### config.mk
export PLATFORM = sky130hd
export DESIGN_NAME = uart_second_ctl
export DESIGN_NICKNAME = d
export VERILOG_FILES = /design/src/design/rx_noise_filter.v /design/src/design/two_entry_buffer.v /design/src/design/uart_second_ctl.v
export VERILOG_INCLUDE_DIRS = /design/src /design/src/design
export SDC_FILE = /design/constraint.sdc
export NUM_CORES = 1
export LEC_CHECK = 0
export BUFFER_PORTS_ARGS = -buffer_cell sky130_fd_sc_hd__buf_4
export CELL_PAD_IN_SITES_DETAIL_PLACEMENT = 0
export CELL_PAD_IN_SITES_GLOBAL_PLACEMENT = 1
export CORE_MARGIN = 2
export CORE_UTILIZATION = 38
export DETAILED_ROUTE_END_ITERATION = 16
export HOLD_SLACK_MARGIN = 0.1
export PLACE_DENSITY_LB_ADDON = 0.1
export SLEW_MARGIN = 5
export SYNTH_ARGS = -nofsm -noshare
export SYNTH_HDL_FRONTEND = slang
export SYNTH_SLANG_ARGS = --single-unit
### constraint.sdc
create_clock -name clk_sys -period 5.35 [get_ports clk_sys]
set_input_delay 0 -clock clk_sys [delete_from_list [all_inputs] [get_ports clk_sys]]
set_output_delay 0 -clock clk_sys [all_outputs]
set_load 0.01 [all_outputs]
### src/design/uart_ctl_map.vh
`ifndef UART_CTL_MAP_VH
`define UART_CTL_MAP_VH

// register index as printed; byte address is four times it
`define CTL_REG_INDEX    14'hf43
`define CTL_BYTE_ADDR    {`CTL_REG_INDEX, 2'b00}

// view select codes
`define VIEW_FILTER      3'h1
`define VIEW_BUS         3'h2

// filter view fields
`define FLT_ON_BIT       7
`define FLT_WSEL_HI      6
`define FLT_WSEL_LO      4

// bus view fields
`define BUS_MASTER_BIT   7
`define BUS_FOLLOW_BIT   6
`define RATE_ON_BIT      5
`define RATE_IRQ_BIT     4
`define STATE_HI         3
`define STATE_LO         2
`define BRK_HI           1
`define BRK_LO           0

// reset values
`define CTL_RESET        8'h00
`define FLT_WSEL_RESET   3'h0
`define STATE_RESET      2'h0
`define BRK_RESET        2'h0

// bus state encoding
`define ST_SLEEP         2'h0
`define ST_WAIT_BREAK    2'h1
`define ST_RATE_DETECT   2'h2
`define ST_ACTIVE        2'h3

// break length in bit times, base plus code
`define BRK_BASE_BITS    5'h0d

// filter counter width at code zero
`define FLT_MIN_WIDTH    4'h4

`endif

### src/design/rx_noise_filter.v
`timescale 1ns/100ps
`default_nettype none

`include "uart_ctl_map.vh"

module rx_noise_filter #(
  parameter MAX_WIDTH = 11
) (
  input  wire       clk_sys,
  input  wire       reset,
  input  wire       clkEn,
  input  wire       filterOn,
  input  wire [2:0] widthSel,
  input  wire       rxIn,
  output reg        rxOut
);

  reg  [MAX_WIDTH-1:0] count_r;
  wire [MAX_WIDTH-1:0] limit;

  // all-ones value of a counter of the selected width
  function [MAX_WIDTH-1:0] countLimit;
    input [2:0] sel;
    reg   [3:0] w;
    begin
      w = `FLT_MIN_WIDTH + {1'b0, sel};
      countLimit = ~({MAX_WIDTH{1'b1}} << w);
    end
  endfunction

  assign limit = countLimit(widthSel);

  ////////////////////////////////////////////////////////////////////////////////
  always @(posedge clk_sys) begin
    if (reset) begin
      count_r <= {MAX_WIDTH{1'b0}};
      rxOut   <= 1'b1;
    end else if (clkEn) begin
      if (!filterOn) begin
        count_r <= rxIn ? limit : {MAX_WIDTH{1'b0}};
        rxOut   <= rxIn;
      end else if (count_r > limit) begin
        // width shrunk under a running count: clamp, keep output
        count_r <= limit;
      end else begin
        if (rxIn && count_r != limit)
          count_r <= count_r + {{(MAX_WIDTH-1){1'b0}}, 1'b1};
        else if (!rxIn && count_r != {MAX_WIDTH{1'b0}})
          count_r <= count_r - {{(MAX_WIDTH-1){1'b0}}, 1'b1};
        // output flips only at the ends, wider count means longer delay
        if (count_r == limit)
          rxOut <= 1'b1;
        else if (count_r == {MAX_WIDTH{1'b0}})
          rxOut <= 1'b0;
      end
    end
  end

endmodule // rx_noise_filter

`default_nettype wire

### src/design/two_entry_buffer.v
`timescale 1ns/100ps
`default_nettype none

module two_entry_buffer #(
  parameter WIDTH = 8
) (
  input  wire             clk_sys,
  input  wire             reset,
  input  wire             clkEn,
  input  wire [WIDTH-1:0] inData,
  input  wire             inValid,
  output reg              inReady,
  output reg  [WIDTH-1:0] outData,
  output reg              outValid,
  input  wire             outReady
);

  reg [WIDTH-1:0] spare_r;
  reg             spareValid_r;
  wire            push;
  wire            pop;

  assign push = inValid & inReady;
  assign pop  = outValid & outReady;

  ////////////////////////////////////////////////////////////////////////////////
  // outData is the head, spare_r the second slot; all outputs are flops
  always @(posedge clk_sys) begin
    if (reset) begin
      outData      <= {WIDTH{1'b0}};
      outValid     <= 1'b0;
      spare_r      <= {WIDTH{1'b0}};
      spareValid_r <= 1'b0;
      inReady      <= 1'b1;
    end else if (clkEn) begin
      if (pop) begin
        if (spareValid_r) begin
          outData      <= spare_r;
          outValid     <= 1'b1;
          spareValid_r <= push;
          spare_r      <= inData;
          inReady      <= ~push;
        end else begin
          outData  <= inData;
          outValid <= push;
          inReady  <= 1'b1;
        end
      end else if (push) begin
        if (outValid) begin
          spare_r      <= inData;
          spareValid_r <= 1'b1;
          inReady      <= 1'b0;
        end else begin
          outData  <= inData;
          outValid <= 1'b1;
        end
      end
    end
  end

endmodule // two_entry_buffer

`default_nettype wire

### src/design/uart_second_ctl.v
// Register access over APB was decided locally.
`timescale 1ns/100ps
`default_nettype none

`include "uart_ctl_map.vh"

module uart_second_ctl #(
  parameter FILTER_MAX_WIDTH = 11,
  parameter BYTE_WIDTH       = 8
) (
  input  wire                  clk_sys,
  input  wire                  reset,
  input  wire                  clkEn,
  // apb slave
  input  wire [15:0]           paddr,
  input  wire                  psel,
  input  wire                  penable,
  input  wire                  pwrite,
  input  wire [31:0]           pwdata,
  output reg  [31:0]           prdata,
  output reg                   pready,
  output reg                   pslverr,
  // from the rest of the uart
  input  wire [2:0]            viewSelectField,
  input  wire                  nineBitModeOn,
  input  wire                  parityOn,
  input  wire                  bitTick,
  input  wire                  breakRequest,
  input  wire                  breakSeen,
  input  wire                  rateCharSeen,
  input  wire                  doneFlagClear,
  // serial line
  input  wire                  rxIn,
  output wire                  rxFiltered,
  output reg                   txBreakActive,
  output reg                   breakDone,
  // role and state
  output reg                   masterActive,
  output reg                   followerActive,
  output reg                   rateDetectActive,
  output reg                   rateDetectIrq,
  output reg                   rateDetectDoneFlag,
  output reg  [1:0]            serialBusState,
  // received byte stream
  input  wire [BYTE_WIDTH-1:0] rxByte,
  input  wire                  rxByteValid,
  output wire                  rxByteReady,
  output wire [BYTE_WIDTH-1:0] byteOut,
  output wire                  byteOutValid,
  input  wire                  byteOutReady
);

  localparam BRK_IDLE = 2'b01;
  localparam BRK_SEND = 2'b10;

  reg        filterOn_r;
  reg  [2:0] filterWidthSel_r;
  reg        busMasterSel_r;
  reg        busFollowerSel_r;
  reg        rateDetectOn_r;
  reg        rateDetectIrqOn_r;
  reg  [1:0] breakDurationSel_r;
  reg  [1:0] state_nxt;
  reg  [1:0] brkState_r;
  reg  [4:0] brkCount_r;
  reg  [7:0] viewData;

  wire       setup;
  wire       access;
  wire       addrHit;
  wire       viewMapped;
  wire       regWrite;
  wire       stateWrite;
  wire       masterOk;
  wire       followerOk;
  wire [4:0] breakBits;

  ////////////////////////////////////////////////////////////////////////////////
  // apb decode; answer one cycle into the access phase

  assign setup      = psel & ~penable;
  assign access     = psel & penable;
  assign addrHit    = (paddr == `CTL_BYTE_ADDR);
  assign viewMapped = (viewSelectField == `VIEW_FILTER) | (viewSelectField == `VIEW_BUS);
  assign regWrite   = access & pready & pwrite & addrHit & ~pslverr;
  assign stateWrite = regWrite & (viewSelectField == `VIEW_BUS);

  always @* begin
    viewData = `CTL_RESET;
    if (viewSelectField == `VIEW_FILTER) begin
      viewData[`FLT_ON_BIT]                = filterOn_r;
      viewData[`FLT_WSEL_HI:`FLT_WSEL_LO] = filterWidthSel_r;
    end else if (viewSelectField == `VIEW_BUS) begin
      viewData[`BUS_MASTER_BIT]   = busMasterSel_r;
      viewData[`BUS_FOLLOW_BIT]   = busFollowerSel_r;
      viewData[`RATE_ON_BIT]      = rateDetectOn_r;
      viewData[`RATE_IRQ_BIT]     = rateDetectIrqOn_r;
      viewData[`STATE_HI:`STATE_LO] = serialBusState;
      viewData[`BRK_HI:`BRK_LO]   = breakDurationSel_r;
    end
  end

  always @(posedge clk_sys) begin
    if (reset) begin
      pready  <= 1'b0;
      pslverr <= 1'b0;
      prdata  <= 32'h0000_0000;
    end else if (clkEn) begin
      if (access & ~pready) begin
        pready  <= 1'b1;
        pslverr <= ~(addrHit & viewMapped);
        prdata  <= (addrHit & viewMapped) ? {24'h00_0000, viewData} : 32'h0000_0000;
      end else begin
        pready  <= 1'b0;
        pslverr <= 1'b0;
        if (setup)
          prdata <= 32'h0000_0000;
      end
    end
  end

  ////////////////////////////////////////////////////////////////////////////////
  // control fields; the two views keep separate storage

  always @(posedge clk_sys) begin
    if (reset) begin
      filterOn_r         <= 1'b0;
      filterWidthSel_r   <= `FLT_WSEL_RESET;
      busMasterSel_r     <= 1'b0;
      busFollowerSel_r   <= 1'b0;
      rateDetectOn_r     <= 1'b0;
      rateDetectIrqOn_r  <= 1'b0;
      breakDurationSel_r <= `BRK_RESET;
    end else if (clkEn & regWrite) begin
      if (viewSelectField == `VIEW_FILTER) begin
        filterOn_r       <= pwdata[`FLT_ON_BIT];
        filterWidthSel_r <= pwdata[`FLT_WSEL_HI:`FLT_WSEL_LO];
      end else begin
        busMasterSel_r     <= pwdata[`BUS_MASTER_BIT];
        busFollowerSel_r   <= pwdata[`BUS_FOLLOW_BIT];
        rateDetectOn_r     <= pwdata[`RATE_ON_BIT];
        rateDetectIrqOn_r  <= pwdata[`RATE_IRQ_BIT];
        breakDurationSel_r <= pwdata[`BRK_HI:`BRK_LO];
      end
    end
  end

  ////////////////////////////////////////////////////////////////////////////////
  // roles

  assign masterOk   = busMasterSel_r & ~busFollowerSel_r & ~nineBitModeOn & ~parityOn;
  assign followerOk = busFollowerSel_r & ~busMasterSel_r & ~nineBitModeOn & ~parityOn;

  always @(posedge clk_sys) begin
    if (reset) begin
      masterActive   <= 1'b0;
      followerActive <= 1'b0;
    end else if (clkEn) begin
      masterActive   <= masterOk;
      followerActive <= followerOk;
    end
  end

  ////////////////////////////////////////////////////////////////////////////////
  // bus state field, shared by software and hardware

  always @* begin
    state_nxt = serialBusState;
    if (stateWrite) begin
      // software write forces the state, beating hardware
      state_nxt = pwdata[`STATE_HI:`STATE_LO];
    end else if (followerOk) begin
      case (serialBusState)
        `ST_WAIT_BREAK: begin
          if (breakSeen)
            state_nxt = `ST_RATE_DETECT;
        end
        `ST_RATE_DETECT: begin
          // no measurement wanted: skip straight on
          if (rateCharSeen | ~rateDetectOn_r)
            state_nxt = `ST_ACTIVE;
        end
        default: state_nxt = serialBusState;
      endcase
    end
    // master: no hardware moves, active holds until software writes another state
  end

  always @(posedge clk_sys) begin
    if (reset)
      serialBusState <= `STATE_RESET;
    else if (clkEn)
      serialBusState <= state_nxt;
  end

  ////////////////////////////////////////////////////////////////////////////////
  // rate detection and its interrupt

  always @(posedge clk_sys) begin
    if (reset) begin
      rateDetectActive   <= 1'b0;
      rateDetectIrq      <= 1'b0;
      rateDetectDoneFlag <= 1'b0;
    end else if (clkEn) begin
      // measurement only for an enabled follower in the detect state
      rateDetectActive <= followerOk & rateDetectOn_r & (state_nxt == `ST_RATE_DETECT);
      // irq pulse and sticky done flag
      rateDetectIrq <= followerOk & rateDetectOn_r & rateDetectIrqOn_r & rateCharSeen
                       & (serialBusState == `ST_RATE_DETECT);
      // set beats a clear in the same cycle
      if (followerOk & rateDetectOn_r & rateDetectIrqOn_r & rateCharSeen
          & (serialBusState == `ST_RATE_DETECT))
        rateDetectDoneFlag <= 1'b1;
      else if (doneFlagClear)
        rateDetectDoneFlag <= 1'b0;
    end
  end

  ////////////////////////////////////////////////////////////////////////////////
  // master break transmitter

  assign breakBits = `BRK_BASE_BITS + {3'b000, breakDurationSel_r};

  always @(posedge clk_sys) begin
    if (reset) begin
      brkState_r    <= BRK_IDLE;
      brkCount_r    <= 5'h00;
      txBreakActive <= 1'b0;
      breakDone     <= 1'b0;
    end else if (clkEn) begin
      breakDone <= 1'b0;
      case (brkState_r)
        BRK_IDLE: begin
          // break only from an active master
          if (breakRequest & masterOk & (serialBusState == `ST_ACTIVE)) begin
            brkState_r    <= BRK_SEND;
            brkCount_r    <= breakBits;
            txBreakActive <= 1'b1;
          end
        end
        BRK_SEND: begin
          // count bit ticks down; length latched at start
          if (bitTick) begin
            if (brkCount_r == 5'h01) begin
              brkState_r    <= BRK_IDLE;
              txBreakActive <= 1'b0;
              breakDone     <= 1'b1;
            end
            brkCount_r <= brkCount_r - 5'h01;
          end
        end
        default: begin
          brkState_r    <= BRK_IDLE;
          txBreakActive <= 1'b0;
        end
      endcase
    end
  end

  ////////////////////////////////////////////////////////////////////////////////
  // receive line filter and byte buffer

  rx_noise_filter #(
    .MAX_WIDTH (FILTER_MAX_WIDTH)
  ) u_filter (
    .clk_sys  (clk_sys),
    .reset    (reset),
    .clkEn    (clkEn),
    .filterOn (filterOn_r),
    .widthSel (filterWidthSel_r),
    .rxIn     (rxIn),
    .rxOut    (rxFiltered)
  );

  // a stall downstream backs up into rxByteReady, no word lost
  two_entry_buffer #(
    .WIDTH (BYTE_WIDTH)
  ) u_buffer (
    .clk_sys  (clk_sys),
    .reset    (reset),
    .clkEn    (clkEn),
    .inData   (rxByte),
    .inValid  (rxByteValid),
    .inReady  (rxByteReady),
    .outData  (byteOut),
    .outValid (byteOutValid),
    .outReady (byteOutReady)
  );

endmodule // uart_second_ctl

`default_nettype wire

==> flow_summary_export.csv <==
group,metric,value,unit
outcome,outcome,"complete, no violations",
sta,finalHoldViolCount,0,
synthesis,dominant_combinational_cell_family_by_area_after_synthesis,"compound AO/OA/AOI/OAI gates",
synthesis,yosys.cell_count.top_type,"dfxtp_1",
power_and_ir_drop,power,0.00125,W
clock_network,root_buffer,"clkbuf_8",
routing,detailroute.via_count,3813,
worst_setup_path,setup.worst_path.end_class,"flop",
floorplan,chipWidth,108,um
sta,worst_clock_skew,15.0,ps
sta,period_utilization_post_route,71.2,%
worst_setup_path,rr_startpoint,"filterWidthSel_r[2]",
placed_design,post-dp-hpwl,7620,um
clock_network,cts_num_sinks,66,
finish,layout.cell_area.non_filler,5280,sq um
synthesis,fraction_of_registers_with_async_set_reset,0,%
worst_setup_path,timing.critical_path.from_type,"flop",
finish,n_antenna_cell,0,
synthesis,synth.yosys.warnings,0,
synthesis,ys_top_cells_by_count,"66 x dfxtp_1, 63 x nor2_1, 36 x nand2_1",
floorplan,initial_cell_density_of_the_core,38.6,%
power_and_ir_drop,power.leakage,2.19,nW
clock_network,cts_repair_resize_count,0,
sta,finalCriticalPeriod,3810,ps
routing,ant_nets,0,
sta,highest_attainable_clock_frequency,263,MHz
floorplan,die_area,11800,sq um
clock_network,clock_pin_slew_on_the_worst_setup_and_hold_paths,80,ps
power_and_ir_drop,netSwitchingPower,0.000359,W
hold_path,min-delay-path-class,"in2reg",
synthesis,post_synth_mux_area_share,7.52,%
synthesis,yosys.area_share.xor_xnor,1.48,%
synthesis,synth_simple_gate_area_share,20.9,%
power_and_ir_drop,pwr_density,237,nW/um^2
power_and_ir_drop,power.share.sequential,41.6,%
worst_setup_path,critical_path_class,"reg2reg",
clock_network,cts_max_path_buffers,2,
routing,routed_wire_length_per_instance,14.4,um
routing,route.detailed.drc,0,
finish,post_route_cells_drive_above_1_share,19.4,%
synthesis,synthFlopType,"dfxtp_1",
worst_setup_path,worstPathArrival,3990,ps
power_and_ir_drop,switching_share,28.6,%
power_and_ir_drop,vdd_ir_drop_max,0.152,mV
synthesis,synth_largest_type_area_fraction,31.9,%
placed_design,gpl.final_weighted_congestion,0.803,
worst_setup_path,timing.critical_path.required,5530,ps
routing,drt_wl_total,10600,um
synthesis,yosysUniqueCellTypes,71,
synthesis,synthesis.area,4140,sq um
clock_network,cts_setup_buffers,0,
floorplan,floorplan.die.height,108,um
synthesis,synth_compound_gate_area_share,21.7,%
power_and_ir_drop,relative_contribution_of_the_clock_network_to_total_power,39.1,%
sta,fin_worst_hold_slack,122,ps
routing,drt_first_pass_iters,4,
finish,finish.net_count,693,
global_routing,grt_start_max_net_pins,66,
routing,drt_first_iter_violations,149,
placed_design,post-place-cells,691,
global_routing,globalRoute.totalOverflow,0,
synthesis,post_synth_inst_count,488,
clock_network,htree_levels,3,
synthesis,most_area_hungry_cell_type_in_the_yosys_netlist,"dfxtp_1",
sta,sum_of_negative_setup_slack,0,ps
placed_design,detailed_place.area,4750,sq um
sta,report.final.slew_viol_count,0,
routing,avgViaCountPerCell,5.17,
placed_design,placement.io_buffers,80,
sta,timing.max_slew.rel_slack,35.5,%
synthesis,synth_edf_count,0,
sta,setup_viol,0,
synthesis,adder_cell_fraction_of_synth_area,8.03,%
global_routing,globalRouteTotalUtil,18.6,%
sta,unrepaired_setup_endpoints_after_global_routing,"false",
sta,timing_worst_slew_pin_value,964,ps
floorplan,top_level_ports,129,
global_routing,grt_pass1_wl,17400,um
clock_network,tritoncts.num_buffers,9,
global_routing,antenna_violations_before_repair,0,
finish,fin_cells,737,
clock_network,cts.hold.buffers_added,30,
run,maxCapViolations,0,
synthesis,post_synth_main_area_contributors,"dfxtp_1 32%, ha_1 7.5%, mux2i_1 7.2%",
global_routing,first_global_vias,3533,
worst_setup_path,crit_path_max_fanout,11,
power_and_ir_drop,cell_internal_pwr,0.000894,W
synthesis,synth_seq_cells,66,
power_and_ir_drop,combPwrFrac,19.3,%
clock_network,insertion_delay,350,ps
floorplan,core_region_area,10700,sq um
synthesis,synth.avg_cell_area,8.49,sq um
finish,area_added_between_synthesis_and_finish,27.4,%
clock_network,tritoncts,"built",
synthesis,synth_seq_area_share,31.9,%
worst_setup_path,crit_start,"filterWidthSel_r[2]",
hold_path,hold_path.startpoint,"bitTick",
floorplan,core.rowCount,38,
==> cell usage in the layout (no fill, tap or decap), types with 4 or more instances in the layout <==
cell	instances
o21a_1	4
nor2_1	63
nand3_1	8
a22oi_1	9
nor4_1	8
o21ai_0	15
buf_4	81
a211oi_1	14
clkbuf_8	10
a2bb2oi_1	5
conb_1	27
ha_1	25
nand2_1	36
nand2b_1	4
o41ai_1	4
inv_1	20
nand4_1	4
mux2i_1	30
dlygate4sd3_1	30
xnor2_1	7
or3_1	5
nor2b_1	4
dfxtp_1	66
a21oi_1	32
a21o_1	6
nor3_1	9
==> cell families (layout without fill, tap and decap cells) <==
group / after synthesis / after routing
AO/OA/AOI/OAI: 126 / 126
XOR/XNOR: 7 / 7
adder cells (fa/ha/maj): 26 / 26
buffers and inverters: 63 / 147
flip-flops: 66 / 66
multiplexers: 31 / 31
other: 2 / 27
AND/OR/NAND/NOR: 167 / 167
==> flip-flops by register name (all words and copies together) (netlist names), 2 cells and up <==
register,flops
prdata,8
filterWidthSel_r,3
u_filter.count_r,11
u_buffer.outData,8
breakDurationSel_r,2
brkCount_r,5
u_buffer.spare_r,8
serialBusState,2
==> worst max-delay path, stage by stage (launching register included) <==
cell	delay, ps
dfxtp_1	590
inv_1	110
nand2_1	100
inv_1	50
ha_1	280
nand4_1	260
o31ai_2	260
buf_4	230
inv_1	80
fa_1	460
nor2b_1	160
o2111a_1	270
nor3_1	80
or3_1	350
a31oi_1	230
a221oi_1	100
==> cell type report <==
class | count | area (sq um)
fillers | 1073 | 5470
inverters | 20 | 75.1
clock inverters | 5 | 85.1
well taps | 140 | 175
clock buffers | 11 | 141
flip-flops and latches | 66 | 1320
repair buffers | 111 | 908
multi-input cells | 384 | 2570
==> power groups by stage <==
stage / clock, W / sequential (W) / combinational [W]
finish: 0.000489 / 0.000521 / 0.000242
global route: 0.000523 / 0.000523 / 0.000269
CTS: 0.000502 / 0.000521 / 0.000242
detailed placement: 0 / 0.000532 / 0.000225
global placement: 0 / 0.000532 / 0.000224
floorplan: 0 / 0.000530 / 0.000168
==> final timing paths <==
kind / slack [ps] / endpoint / depth (start not counted)
worst min-delay path: 120 / txBreakActive / 4
worst min register to register: 490 / brkCount_r[3] / 2
worst max register to register: 1540 / u_filter.count_r[10] / 15
worst max-delay path: 1540 / u_filter.count_r[10] / 15
==> metal layers <==
metal | vias to the layer above | track usage, % | routed length [um]
met3 | 8 | 3.50 | 450
met1 | 1769 | 25.3 | 5070
met5 | - | 0 | 0
met4 | 0 | 4.95 | 78
met2 | 94 | 30.3 | 5020
li1 | 1942 | - | -
==> through the flow <==
| stage | util [%] | setup slack (ps) |
|---|---|---|
| 3_3_place_gp | 44.2 | 1640 |
| 5_1_grt | 49.1 | 1270 |
| 3_5_place_dp | 44.2 | 1600 |
| 6_report | 49.1 | 1540 |
| 4_1_cts | 49.1 | 1570 |
| 2_1_floorplan | - | 1650 |
(Power assumes the default switching activity.)
